$ cat config.mk
export PLATFORM = sky130hd
export DESIGN_NAME = itm_timer
export DESIGN_NICKNAME = d
export VERILOG_FILES = /design/src/rtl/itm_pkg.sv /design/src/rtl/itm_timer.sv
export SDC_FILE = /design/constraint.sdc
export NUM_CORES = 1
export LEC_CHECK = 0
export BUFFER_PORTS_ARGS = -buffer_cell sky130_fd_sc_hd__buf_2
export CAP_MARGIN = 20
export CORE_MARGIN = 2
export CORE_UTILIZATION = 47
export DETAILED_ROUTE_END_ITERATION = 10
export MAX_ROUTING_LAYER = met4
export PLACE_DENSITY = 0.79
export SYNTH_ARGS = -nofsm -noshare
export SYNTH_HDL_FRONTEND = slang
export SYNTH_SLANG_ARGS = --single-unit
export TNS_END_PERCENT = 10
$ cat constraint.sdc
create_clock -name aclk -period 2.3 [get_ports aclk]
set_clock_uncertainty 0.05 [all_clocks]
set_input_delay 0.345 -clock aclk [delete_from_list [all_inputs] [get_ports aclk]]
set_output_delay 0.345 -clock aclk [all_outputs]
set_load 0.05 [all_outputs]
$ cat src/rtl/itm_pkg.sv
// Purpose: constants for the 8-bit prescaled interval timer
// Assumes: 32-bit AXI4-Lite register access, 40 MHz aclk
// Notes: register offsets are byte addresses
package itm_pkg;
	// ==========================================
	// register map
	localparam logic [3:0] ITM_OFS_MODE = 4'h0;
	localparam logic [3:0] ITM_OFS_COUNT = 4'h4;
	localparam logic [3:0] ITM_OFS_LOAD = 4'h8;
	localparam logic [3:0] ITM_OFS_ENABLE = 4'hc;
	localparam logic [4:0] ITM_OFS_FLAG5 = 5'h10;
	localparam logic [4:0] ITM_OFS_CPU = 5'h14;
	// ==========================================
	// field positions
	localparam int ITM_BIT_AUTORELOAD = 7;
	localparam int ITM_BIT_IRQ = 5;
	localparam int ITM_BIT_CPU_MASK = 7;
	localparam int ITM_PRE_W = 13;
	localparam int ITM_CNT_W = 8;
	localparam int ITM_CLKSEL_W = 3;
	// ==========================================
	// reset values and codes
	localparam logic [7:0] ITM_MODE_RST = 8'h00;
	localparam logic [7:0] ITM_CPU_RST = 8'h80;
	localparam logic [2:0] ITM_CLKSEL_INT = 3'h0;
	localparam logic [ITM_PRE_W-1:0] ITM_PRE_MAX = 13'h1fff;
	localparam logic [7:0] ITM_CNT_MAX = 8'hff;
	localparam logic [1:0] ITM_RESP_OKAY = 2'h0;
	localparam logic [1:0] ITM_RESP_SLVERR = 2'h2;
	typedef enum logic [0:0] {ITM_IDLE = 1'b0, ITM_RESP = 1'b1} itm_bus_t;
endpackage

$ cat src/rtl/itm_timer.sv
// Overview of operation
// RL1 - 13-bit prescaler increments every system clock cycle
// RL2 - mode register selects prescaler; counter clock is system clock over 8192
// RL3 - 8-bit read-only up-counter advances on each selected clock pulse
// RL4 - counter overflow sets the overflow request flag to one
// RL5 - 8-bit write-only load copies into counter when interval mode selected
// RL6 - interrupt taken only if flag one, enable one, cpu mask zero
// RL7 - overflow period is 256 divided-clock periods
// RL8 - autoreload select bit: zero interval mode, one autoreload mode
// RL9 - all three clock select bits zero select the internal clock
// RL10 - timer interrupt enable lives in bit 5 of enable register
// RL11 - request flag lives in bit 5 of flag register, one while requested
// RL12 - overflow wraps counter to zero in the cycle that sets the flag
// Purpose: interval timer with AXI4-Lite register access
// Assumes: single clock, synchronous active-low reset
// Notes: flag register clears on read; a same-cycle overflow wins
//
// Design decisions made here: the AXI4-Lite slave port and the register addresses.
`timescale 1ns/1ps
module itm_timer
	import itm_pkg::*;
(
	input wire logic aclk,
	input wire logic aresetn,
	input wire logic [4:0] s_axi_awaddr,
	input wire logic s_axi_awvalid,
	output logic s_axi_awready,
	input wire logic [31:0] s_axi_wdata,
	input wire logic [3:0] s_axi_wstrb,
	input wire logic s_axi_wvalid,
	output logic s_axi_wready,
	output logic [1:0] s_axi_bresp,
	output logic s_axi_bvalid,
	input wire logic s_axi_bready,
	input wire logic [4:0] s_axi_araddr,
	input wire logic s_axi_arvalid,
	output logic s_axi_arready,
	output logic [31:0] s_axi_rdata,
	output logic [1:0] s_axi_rresp,
	output logic s_axi_rvalid,
	input wire logic s_axi_rready,
	output logic irq
);
	// ==========================================
	// state
	logic [ITM_PRE_W-1:0] system_prescaler;
	logic [7:0] timer_mode_reg;
	logic [ITM_CNT_W-1:0] timer_count_value;
	logic [7:0] irq_enable_reg_b;
	logic [7:0] cpu_condition_reg;
	logic overflow_request_flag;
	logic tick;
	logic ovf;
	logic have_aw;
	logic have_w;
	logic [4:0] aw_addr;
	logic [31:0] w_data;
	logic [3:0] w_strb;
	logic wr_go;
	logic rd_go;
	logic flag_read;
	logic load_wr;
	logic [31:0] next_rdata;
	logic next_rresp_err;
	logic wr_map;
	logic autoreload_select_bit;
	logic [ITM_CLKSEL_W-1:0] clk_sel;
	logic next_have_aw;
	logic next_have_w;
	logic next_bvalid;
	logic next_rvalid;
	logic [ITM_PRE_W-1:0] tick_gap;
	logic tick_seen;

	assign autoreload_select_bit = timer_mode_reg[ITM_BIT_AUTORELOAD];
	assign clk_sel = timer_mode_reg[ITM_CLKSEL_W-1:0];

	// ==========================================
	// prescaler
	// RL1 free running
	always_ff @(posedge aclk) begin
		if (!aresetn) begin
			system_prescaler <= '0;
		end else begin
			system_prescaler <= system_prescaler + 1'b1;
		end
	end

	// RL2 divide by 8192 tap
	// RL9 internal clock select
	// the carry-out of the prescaler is a one-cycle enable, no derived clock
	assign tick = (system_prescaler == ITM_PRE_MAX) && (clk_sel == ITM_CLKSEL_INT);
	// RL7 period of 256 ticks
	// overflow is the tick that meets the top count, so it recurs every 256 ticks
	assign ovf = tick && (timer_count_value == ITM_CNT_MAX);

	// ==========================================
	// main counter
	// RL3 count on tick
	// RL12 wrap with flag
	// RL5 load in interval mode
	// RL8 mode bit gate
	// load wins over a tick in the same cycle so software sees its value
	always_ff @(posedge aclk) begin
		if (!aresetn) begin
			timer_count_value <= '0;
		end else if (load_wr && !autoreload_select_bit) begin
			timer_count_value <= w_data[ITM_CNT_W-1:0];
		end else if (tick) begin
			timer_count_value <= timer_count_value + 1'b1;
		end
	end

	// ==========================================
	// request flag
	// RL4 set on overflow
	// RL11 read clears, set wins
	always_ff @(posedge aclk) begin
		if (!aresetn) begin
			overflow_request_flag <= 1'b0;
		end else if (ovf) begin
			overflow_request_flag <= 1'b1;
		end else if (flag_read) begin
			overflow_request_flag <= 1'b0;
		end
	end

	// RL6 accept condition
	// RL10 enable gate
	always_ff @(posedge aclk) begin
		if (!aresetn) begin
			irq <= 1'b0;
		end else begin
			irq <= overflow_request_flag && irq_enable_reg_b[ITM_BIT_IRQ]
				&& !cpu_condition_reg[ITM_BIT_CPU_MASK];
		end
	end

	// ==========================================
	// write channel
	assign wr_go = have_aw && have_w && !s_axi_bvalid;
	assign wr_map = (aw_addr == {1'b0, ITM_OFS_MODE}) || (aw_addr == {1'b0, ITM_OFS_LOAD})
		|| (aw_addr == {1'b0, ITM_OFS_ENABLE}) || (aw_addr == ITM_OFS_CPU);
	assign load_wr = wr_go && (aw_addr == {1'b0, ITM_OFS_LOAD}) && w_strb[0];

	// address and data captured in either order
	always_ff @(posedge aclk) begin
		if (!aresetn) begin
			have_aw <= 1'b0;
			have_w <= 1'b0;
			aw_addr <= '0;
			w_data <= '0;
			w_strb <= '0;
		end else begin
			if (s_axi_awvalid && s_axi_awready) begin
				have_aw <= 1'b1;
				aw_addr <= s_axi_awaddr;
			end else if (wr_go) begin
				have_aw <= 1'b0;
			end
			if (s_axi_wvalid && s_axi_wready) begin
				have_w <= 1'b1;
				w_data <= s_axi_wdata;
				w_strb <= s_axi_wstrb;
			end else if (wr_go) begin
				have_w <= 1'b0;
			end
		end
	end

	// ==========================================
	// ready flags
	// what the handshake state will be after this edge; the readies are flops
	// loaded from it, so they keep the old combinational timing cycle for cycle
	always_comb begin
		next_have_aw = have_aw;
		next_have_w = have_w;
		next_bvalid = s_axi_bvalid;
		next_rvalid = s_axi_rvalid;
		if (s_axi_awvalid && s_axi_awready) begin
			next_have_aw = 1'b1;
		end else if (wr_go) begin
			next_have_aw = 1'b0;
		end
		if (s_axi_wvalid && s_axi_wready) begin
			next_have_w = 1'b1;
		end else if (wr_go) begin
			next_have_w = 1'b0;
		end
		if (wr_go) begin
			next_bvalid = 1'b1;
		end else if (s_axi_bready) begin
			next_bvalid = 1'b0;
		end
		if (rd_go) begin
			next_rvalid = 1'b1;
		end else if (s_axi_rready) begin
			next_rvalid = 1'b0;
		end
	end

	// readies sit high in reset so the first request is taken right after release
	always_ff @(posedge aclk) begin
		if (!aresetn) begin
			s_axi_awready <= 1'b1;
			s_axi_wready <= 1'b1;
			s_axi_arready <= 1'b1;
		end else begin
			s_axi_awready <= !next_have_aw && !next_bvalid;
			s_axi_wready <= !next_have_w && !next_bvalid;
			s_axi_arready <= !next_rvalid;
		end
	end

	// register updates, low byte lane only
	always_ff @(posedge aclk) begin
		if (!aresetn) begin
			timer_mode_reg <= ITM_MODE_RST;
			irq_enable_reg_b <= '0;
			cpu_condition_reg <= ITM_CPU_RST;
		end else if (wr_go && w_strb[0]) begin
			if (aw_addr == {1'b0, ITM_OFS_MODE}) begin
				timer_mode_reg <= w_data[7:0];
			end
			if (aw_addr == {1'b0, ITM_OFS_ENABLE}) begin
				irq_enable_reg_b <= w_data[7:0];
			end
			if (aw_addr == ITM_OFS_CPU) begin
				cpu_condition_reg <= w_data[7:0];
			end
		end
	end

	// response, SLVERR on unmapped
	always_ff @(posedge aclk) begin
		if (!aresetn) begin
			s_axi_bvalid <= 1'b0;
			s_axi_bresp <= ITM_RESP_OKAY;
		end else if (wr_go) begin
			s_axi_bvalid <= 1'b1;
			s_axi_bresp <= wr_map ? ITM_RESP_OKAY : ITM_RESP_SLVERR;
		end else if (s_axi_bready) begin
			s_axi_bvalid <= 1'b0;
		end
	end

	// ==========================================
	// read channel
	assign rd_go = s_axi_arvalid && s_axi_arready;
	assign flag_read = rd_go && (s_axi_araddr == ITM_OFS_FLAG5);

	// load register is write-only and reads as zero
	always_comb begin
		next_rdata = '0;
		next_rresp_err = 1'b0;
		case (s_axi_araddr)
			{1'b0, ITM_OFS_MODE}: next_rdata[7:0] = timer_mode_reg;
			{1'b0, ITM_OFS_COUNT}: next_rdata[7:0] = timer_count_value;
			{1'b0, ITM_OFS_LOAD}: next_rdata = '0;
			{1'b0, ITM_OFS_ENABLE}: next_rdata[7:0] = irq_enable_reg_b;
			ITM_OFS_FLAG5: next_rdata[ITM_BIT_IRQ] = overflow_request_flag;
			ITM_OFS_CPU: next_rdata[7:0] = cpu_condition_reg;
			default: next_rresp_err = 1'b1;
		endcase
	end

	always_ff @(posedge aclk) begin
		if (!aresetn) begin
			s_axi_rvalid <= 1'b0;
			s_axi_rdata <= '0;
			s_axi_rresp <= ITM_RESP_OKAY;
		end else if (rd_go) begin
			s_axi_rvalid <= 1'b1;
			s_axi_rdata <= next_rdata;
			s_axi_rresp <= next_rresp_err ? ITM_RESP_SLVERR : ITM_RESP_OKAY;
		end else if (s_axi_rready) begin
			s_axi_rvalid <= 1'b0;
		end
	end

	// ==========================================
	// checks
	// cycles since the last tick; a repetition spans one whole prescaler period,
	// so a counter as wide as the prescaler carries it, and a stopped clock select forgets the last tick
	always_ff @(posedge aclk) begin
		if (!aresetn) begin
			tick_gap <= '0;
			tick_seen <= 1'b0;
		end else if (tick) begin
			tick_gap <= '0;
			tick_seen <= 1'b1;
		end else if (clk_sel != ITM_CLKSEL_INT) begin
			tick_gap <= '0;
			tick_seen <= 1'b0;
		end else begin
			tick_gap <= tick_gap + 1'b1;
		end
	end

	// RL7 no early tick
	AST_TICK_PERIOD: assert property (@(posedge aclk) disable iff (!aresetn) // RL7
		tick |=> !tick [*8])
		else $error("tick repeated too soon");
	// RL7 full prescaler period
	AST_TICK_GAP: assert property (@(posedge aclk) disable iff (!aresetn) // RL7
		tick && tick_seen |-> tick_gap == ITM_PRE_MAX)
		else $error("tick spacing is not one prescaler period");
	// RL4 overflow sets flag
	AST_FLAG_SET: assert property (@(posedge aclk) disable iff (!aresetn) // RL4
		ovf |=> overflow_request_flag)
		else $error("overflow did not set flag");
	// RL12 wrap to zero
	AST_WRAP: assert property (@(posedge aclk) disable iff (!aresetn) // RL12
		ovf && !load_wr |=> timer_count_value == 8'h00)
		else $error("counter did not wrap");
	// RL3 count only on tick
	AST_COUNT_STEP: assert property (@(posedge aclk) disable iff (!aresetn) // RL3
		!tick && !load_wr |=> $stable(timer_count_value))
		else $error("counter moved without tick");
	// RL5 interval load copies
	AST_LOAD: assert property (@(posedge aclk) disable iff (!aresetn) // RL5
		load_wr && !autoreload_select_bit |=> timer_count_value == $past(w_data[7:0]))
		else $error("load not copied");
	// RL8 autoreload ignores load
	AST_NO_LOAD_AR: assert property (@(posedge aclk) disable iff (!aresetn) // RL8
		load_wr && autoreload_select_bit && !tick |=> $stable(timer_count_value))
		else $error("load taken in autoreload mode");
	// RL6 all three conditions
	AST_IRQ: assert property (@(posedge aclk) disable iff (!aresetn) // RL6
		irq |-> $past(overflow_request_flag) && $past(irq_enable_reg_b[ITM_BIT_IRQ])
			&& !$past(cpu_condition_reg[ITM_BIT_CPU_MASK]))
		else $error("irq without cause");
	// RL11 read clears flag
	AST_READ_CLR: assert property (@(posedge aclk) disable iff (!aresetn) // RL11
		flag_read && !ovf |=> !overflow_request_flag)
		else $error("flag not cleared by read");
	// RL1 prescaler steps by one
	AST_PRESCALE: assert property (@(posedge aclk) disable iff (!aresetn) // RL1
		1'b1 |=> system_prescaler == $past(system_prescaler) + 13'h0001)
		else $error("prescaler skipped");
	// RL9 internal clock only
	AST_CLKSEL: assert property (@(posedge aclk) disable iff (!aresetn) // RL9
		clk_sel != ITM_CLKSEL_INT |-> !tick)
		else $error("tick with external select");
	// RL10 enable gates irq
	AST_IRQ_EN: assert property (@(posedge aclk) disable iff (!aresetn) // RL10
		!irq_enable_reg_b[ITM_BIT_IRQ] |=> !irq)
		else $error("irq while disabled");
	// RL2 tick on tap
	AST_DIV: assert property (@(posedge aclk) disable iff (!aresetn) // RL2
		tick |-> system_prescaler == ITM_PRE_MAX)
		else $error("tick off tap");
	// main scenarios reached
	COV_OVF: cover property (@(posedge aclk) ovf);
	COV_IRQ: cover property (@(posedge aclk) irq);
	COV_LOAD: cover property (@(posedge aclk) load_wr && !autoreload_select_bit);
	COV_SETCLR: cover property (@(posedge aclk) ovf && flag_read);
	COV_MASKED: cover property (@(posedge aclk) overflow_request_flag
		&& irq_enable_reg_b[ITM_BIT_IRQ] && cpu_condition_reg[ITM_BIT_CPU_MASK]);
endmodule
---- After elaboration in Yosys (flattened, before gate mapping) ----
Cells that the tools add are included.
operators by class
  multiplexer cells ....................... 17
  add/subtract/negate cells ............... 2
  reduce and logical (&&, ||, !) cells .... 35
  equal/unequal tests ..................... 10
operators by type and width
  cell                   number
  $eq 5x4->1 const B     4
  $pmux 5 s4             1
  $logic_and 1x1->1      16
  $mux 8                 2
  $eq 5x5->1 const B     3
  $add 13x1->13 const B  1
  $eq 13x13->1 const B   1
  $logic_not 5->1        2
  $mux 1                 10
  $add 8x1->8 const B    1
  $eq 8x8->1 const B     1
  $pmux 2 s4             1
  $logic_not 1->1        7
  $reduce_and 2->1       3
  $reduce_or 6->1        1
  $eq 5x3->1 const B     1
  $pmux 1 s5             1
  $mux 2                 2
  $reduce_bool 2->1      2
  $logic_not 3->1        1
  $logic_or 1x1->1       3
storage, ports and cells
  register bits after elaboration ......... 80
  logic and storage cells ................. 84
  input port bits ......................... 53
  output and inout bits ................... 42

---- Depth between registers and ports, before layout ----
  depth in word-level cells ............... 6
  mapped depth ............................ 6
  gate-level depth less buffers ........... 5

---- Least setup slack after synthesis ----
OpenSTA, ideal clock, no wires.
  path kind ............................... register -> register
  from .................................... register s_axi_bvalid
  to ...................................... register timer_count_value[1]
  data arrival time ....................... 1989 ps
  path slack .............................. 139 ps
  setup time .............................. 122 ps
  required time ........................... 2128 ps
  stages on the path, launching flop included .. 6
  period minus slack after synthesis ...... 2161 ps
  path buffers ............................ 1
  cells stage by stage .................... dfxtp_1 -> nand3b_1 -> or4_4 -> buf_6 -> and3_4 -> a221o_1
between the ends
  longest elaborated chain between the ends .. 6
  elaborated cells on any way between the ends .. 7
  those cells by class .................... mux (1); reduce/logical (6)
RTL lines
  element                                      line              source
  from (decl)                                  itm_timer.sv:33   output logic s_axi_bvalid,
  from (signal assigned)                       itm_timer.sv:237  s_axi_bvalid <= 1'b0;
  from (signal assigned)                       itm_timer.sv:240  s_axi_bvalid <= 1'b1;
  from (signal assigned)                       itm_timer.sv:243  s_axi_bvalid <= 1'b0;
  $logic_not 1->1 (*)                          itm_timer.sv:141  assign wr_go = have_aw && have_w && !s_axi_bvalid;
  $logic_and 1x1->1 (*)                        itm_timer.sv:141
  $logic_and 1x1->1 (*) (2 in a row)           itm_timer.sv:144  assign load_wr = wr_go && (aw_addr == {1'b0, ITM_OFS_LOAD}) && w_strb[0];
  $logic_and 1x1->1 (*)                        itm_timer.sv:107  end else if (load_wr && !autoreload_select_bit) begin
  $mux 8 or $reduce_bool 2->1 (tied branches)  --
  to (signal assigned)                         itm_timer.sv:108  timer_count_value <= w_data[ITM_CNT_W-1:0];
  to (signal assigned)                         itm_timer.sv:110  timer_count_value <= timer_count_value + 1'b1;
  to (decl)                                    itm_timer.sv:48   logic [ITM_CNT_W-1:0] timer_count_value;
Mark *: on every way between the ends. The rest lies on a longest branch, timed or not.
A chain may end at the register's enable or synchronous reset.

---- Final worst setup path ----
  from .................................... register system_prescaler[0]
  to ...................................... register timer_count_value[2]
between the ends
  longest elaborated chain between the ends .. 3
RTL lines
  element                             line             source
  from (decl)                         itm_timer.sv:46  logic [ITM_PRE_W-1:0] system_prescaler;
  from (signal assigned)              itm_timer.sv:85  system_prescaler <= system_prescaler + 1'b1;
  $eq 13x13->1                        itm_timer.sv:92  assign tick = (system_prescaler == ITM_PRE_MAX) && (clk_sel == ITM_CLKSEL_INT);
  $logic_and 1x1->1                   itm_timer.sv:92
  $reduce_bool 2->1 (no source line)  --
Every way passes these cells.

==> qor.csv <==
metric,value,unit
layout cells sized above 1,16.1,%
CP cell instances,ha_1 -> nand2_1 -> or4_1 -> or4_1 -> nand3_1,
Fin Hold WS,187,ps
Die Ht,91.6,µm
DR vias,3023,
worst-case reg-to-reg path depth,5,
"CTS clk-pin slew, worst paths",70,ps
Root Driver,clkbuf_8,
Achievable Freq,0.455,GHz
post-synthesis sequential area ratio,43.3,%
Flop pwr share,49.9,%
"Distinct cells, synth",49,
hold_buf cts,0,
CTS tree,done,
hold crit path type,in -> reg,
post-CTS setup buffer count,0,
Mapped Area,3610,µm²
CTS H-tree depth,3,
WHS Path Cells,3,
power per cell area,702,nW/µm²
Internal,0.00212,W
Crit-path slowest cell,or4_1,
DP Wirelength,5.73,mm
arrival time worst endpoint,2430,ps
GRT Total Usage,20.1,%
synth top area cells,"dfxtp_1, mux2i_1, buf_4, nand2_1, nor2_1",
number of I/O port buffers,41,
setup TNS,0,ps
Ports,95,
Gate power share,10.6,%
Initial DRC Count,196,
Post-DRT Antenna Nets,0,
clk sinks,78,
peak supply drop,380,µV
n_diodes,0,
RSZ-0062 raised after global routing,false,
worst r2r src,system_prescaler[0]$_SDFF_PN0_,
critical path class,reg -> reg,
max FFs per register,13,
initial cell density of the core,49.2,%
final setup vio count,0,
DRC,0,
Syn Area/Cell,8.76,µm²
Switching Fraction,25.9,%
Yosys reg bits,78,
drt first pass iters,4,
global-route wire length before repair,13.1,mm
total gr overflow,0,
fin util,55.5,%
largest net degree at the start of global routing,37,
max incr delay on CP,720,ps
CP Capture Type,flip-flop,
Skew-Pair Late Insertion Delay,340,ps
WL per Instance,14.2,µm
peak fanout along the critical path,12,
Resize count post-CTS,0,
Top reg by flops,system_prescaler,
FP Rows,31,
post-synthesis instance total,412,
max-cap violations,0,
Leakage,1.61,nW
core area,7330,µm²
Final Cycle Share,95.6,%
P_sw,0.000740,W
Least-Margin Pin Slew,620,ps
FF-to-FF setup slack,100,ps
status,completed,
Startpoint Class,flip-flop,
Reg-to-Reg End,timer_count_value[2]$_SDFFE_PN0P_,
CTS Buf Count,9,
Synth top area share,43.3,%
Slew HR,58.6,%
clock group share of total power,39.6,%
asr flop ratio synth,0,%
hold-critical path endpoint,w_data[1]$_SDFFE_PN0P_,
Die Wd,91.6,µm
"Primary FF master, synth",dfxtp_1,
final hold vios,0,
top post-synthesis cells by count,"dfxtp_1, nand2_1, nor2_1, nand3_1, buf_4",
P&R area growth vs syn,12.9,%
Synth Warn #,0,
vias in the first global route,2783,
Hold Startpoint,s_axi_wdata[1],
Clock Tree Buf Depth,2,
most numerous cell in the Yosys netlist,dfxtp_1,
DRT Wirelength,7.96,mm
most frequent CP cell,or4_1,
"Req. time, crit path",2530,ps
min cycle time layout,2200,ps
layout net count,512,
final slew viol count,0,
initial antenna violation count,0,
"EDFF count, synth",0,
vias per cell,5.40,
total die area,8390,µm²
gpl congestion,0.875,
leading area contributor after synthesis,dfxtp_1,
[power by group through the flow]
stage | combinational, W | clock [W] | sequential [W]
final | 0.000302 | 0.00113 | 0.00142
after global placement | 0.000295 | 0 | 0.00145
after global routing | 0.000326 | 0.00122 | 0.00143
after CTS | 0.000302 | 0.00115 | 0.00142
after detailed placement | 0.000300 | 0 | 0.00146
after floorplan | 0.000233 | 0 | 0.00148
[kinds of logic (layout without fill, tap and decap cells)]
| family | Yosys count | in the layout | share of synthesized area [%] |
|---|---|---|---|
| mux | 25 | 25 | 7.28 |
| flops | 78 | 78 | 43.3 |
| fa+ha+maj | 2 | 2 | 0.694 |
| buf+inv | 48 | 72 | 7.94 |
| xor+xnor | 10 | 10 | 2.43 |
| compound gates | 68 | 68 | 12.7 |
| simple gates | 180 | 180 | 25.6 |
| other cells | 1 | 26 | 0.104 |
[layer usage]
metal / vias up / share of wire (%) / GRT usage [%] / routed length, µm
met2: 103 / 46 / 31.3 / 3700
li1: 1507 / - / - / -
met4: 0 / 2.4 / 7.58 / 194
met5: - / 0 / - / 0
met1: 1395 / 44 / 24.8 / 3540
met3: 18 / 6.6 / 5.73 / 527
[placed cells by master (no fill, tap or decap), types with 7 or more instances in the layout]
cell and count:
nor2_1 44, dfxtp_1 78, o2bb2ai_1 7, nand3_1 28
or4_1 7, a22o_1 7, o21ai_0 14, buf_2 41
a21oi_1 20, nand2b_1 8, conb_1 26, nand2_1 50
clkbuf_8 11, mux2i_1 24, and2_1 8, buf_4 12
a22oi_1 7
[per-stage QoR]
stage	total power, W	cell area, µm²	std cells	setup slack [ps]
final	0.00286	4070	560	101
after global routing	0.00297	4070	560	4.05
after CTS	0.00288	4070	560	115
after detailed placement	0.00176	3850	545	172
after global placement	0.00175	3850	545	224
after floorplan	0.00172	3700	437	139
[final cells by class]
type                       count  area, µm²
sequential                    78       1560
fill                         681       3260
clock inverter                 3       67.6
tap                           99        124
multi-input combinational    311       1850
inverter                       4       15.0
timing repair buffer          53        295
clock buffer                  12        155
[worst max-delay path, delay by kind of cell (launching register included)]
kind / cells / cell delay [ps]
DFF: 1 / 350
adders and majority gates: 1 / 220
and+or+nand+nor: 4 / 1510
[worst max-delay path by stage]
stage,startpoint,to,slack (ps),depth (start not counted)
6_report,system_prescaler[0]$_SDFF_PN0_,timer_count_value[2]$_SDFFE_PN0P_,100,5
2_1_floorplan,s_axi_bvalid$_SDFF_PN0_,timer_count_value[1]$_SDFFE_PN0P_,140,5
4_1_cts,system_prescaler[0]$_SDFF_PN0_,timer_count_value[2]$_SDFFE_PN0P_,120,5
3_3_place_gp,system_prescaler[0]$_SDFF_PN0_,timer_count_value[4]$_SDFFE_PN0P_,220,5
3_5_place_dp,system_prescaler[0]$_SDFF_PN0_,timer_count_value[5]$_SDFFE_PN0P_,170,5
5_1_grt,system_prescaler[0]$_SDFF_PN0_,timer_count_value[2]$_SDFFE_PN0P_,4,5
No activity file was read; power rests on OpenSTA's default activity.
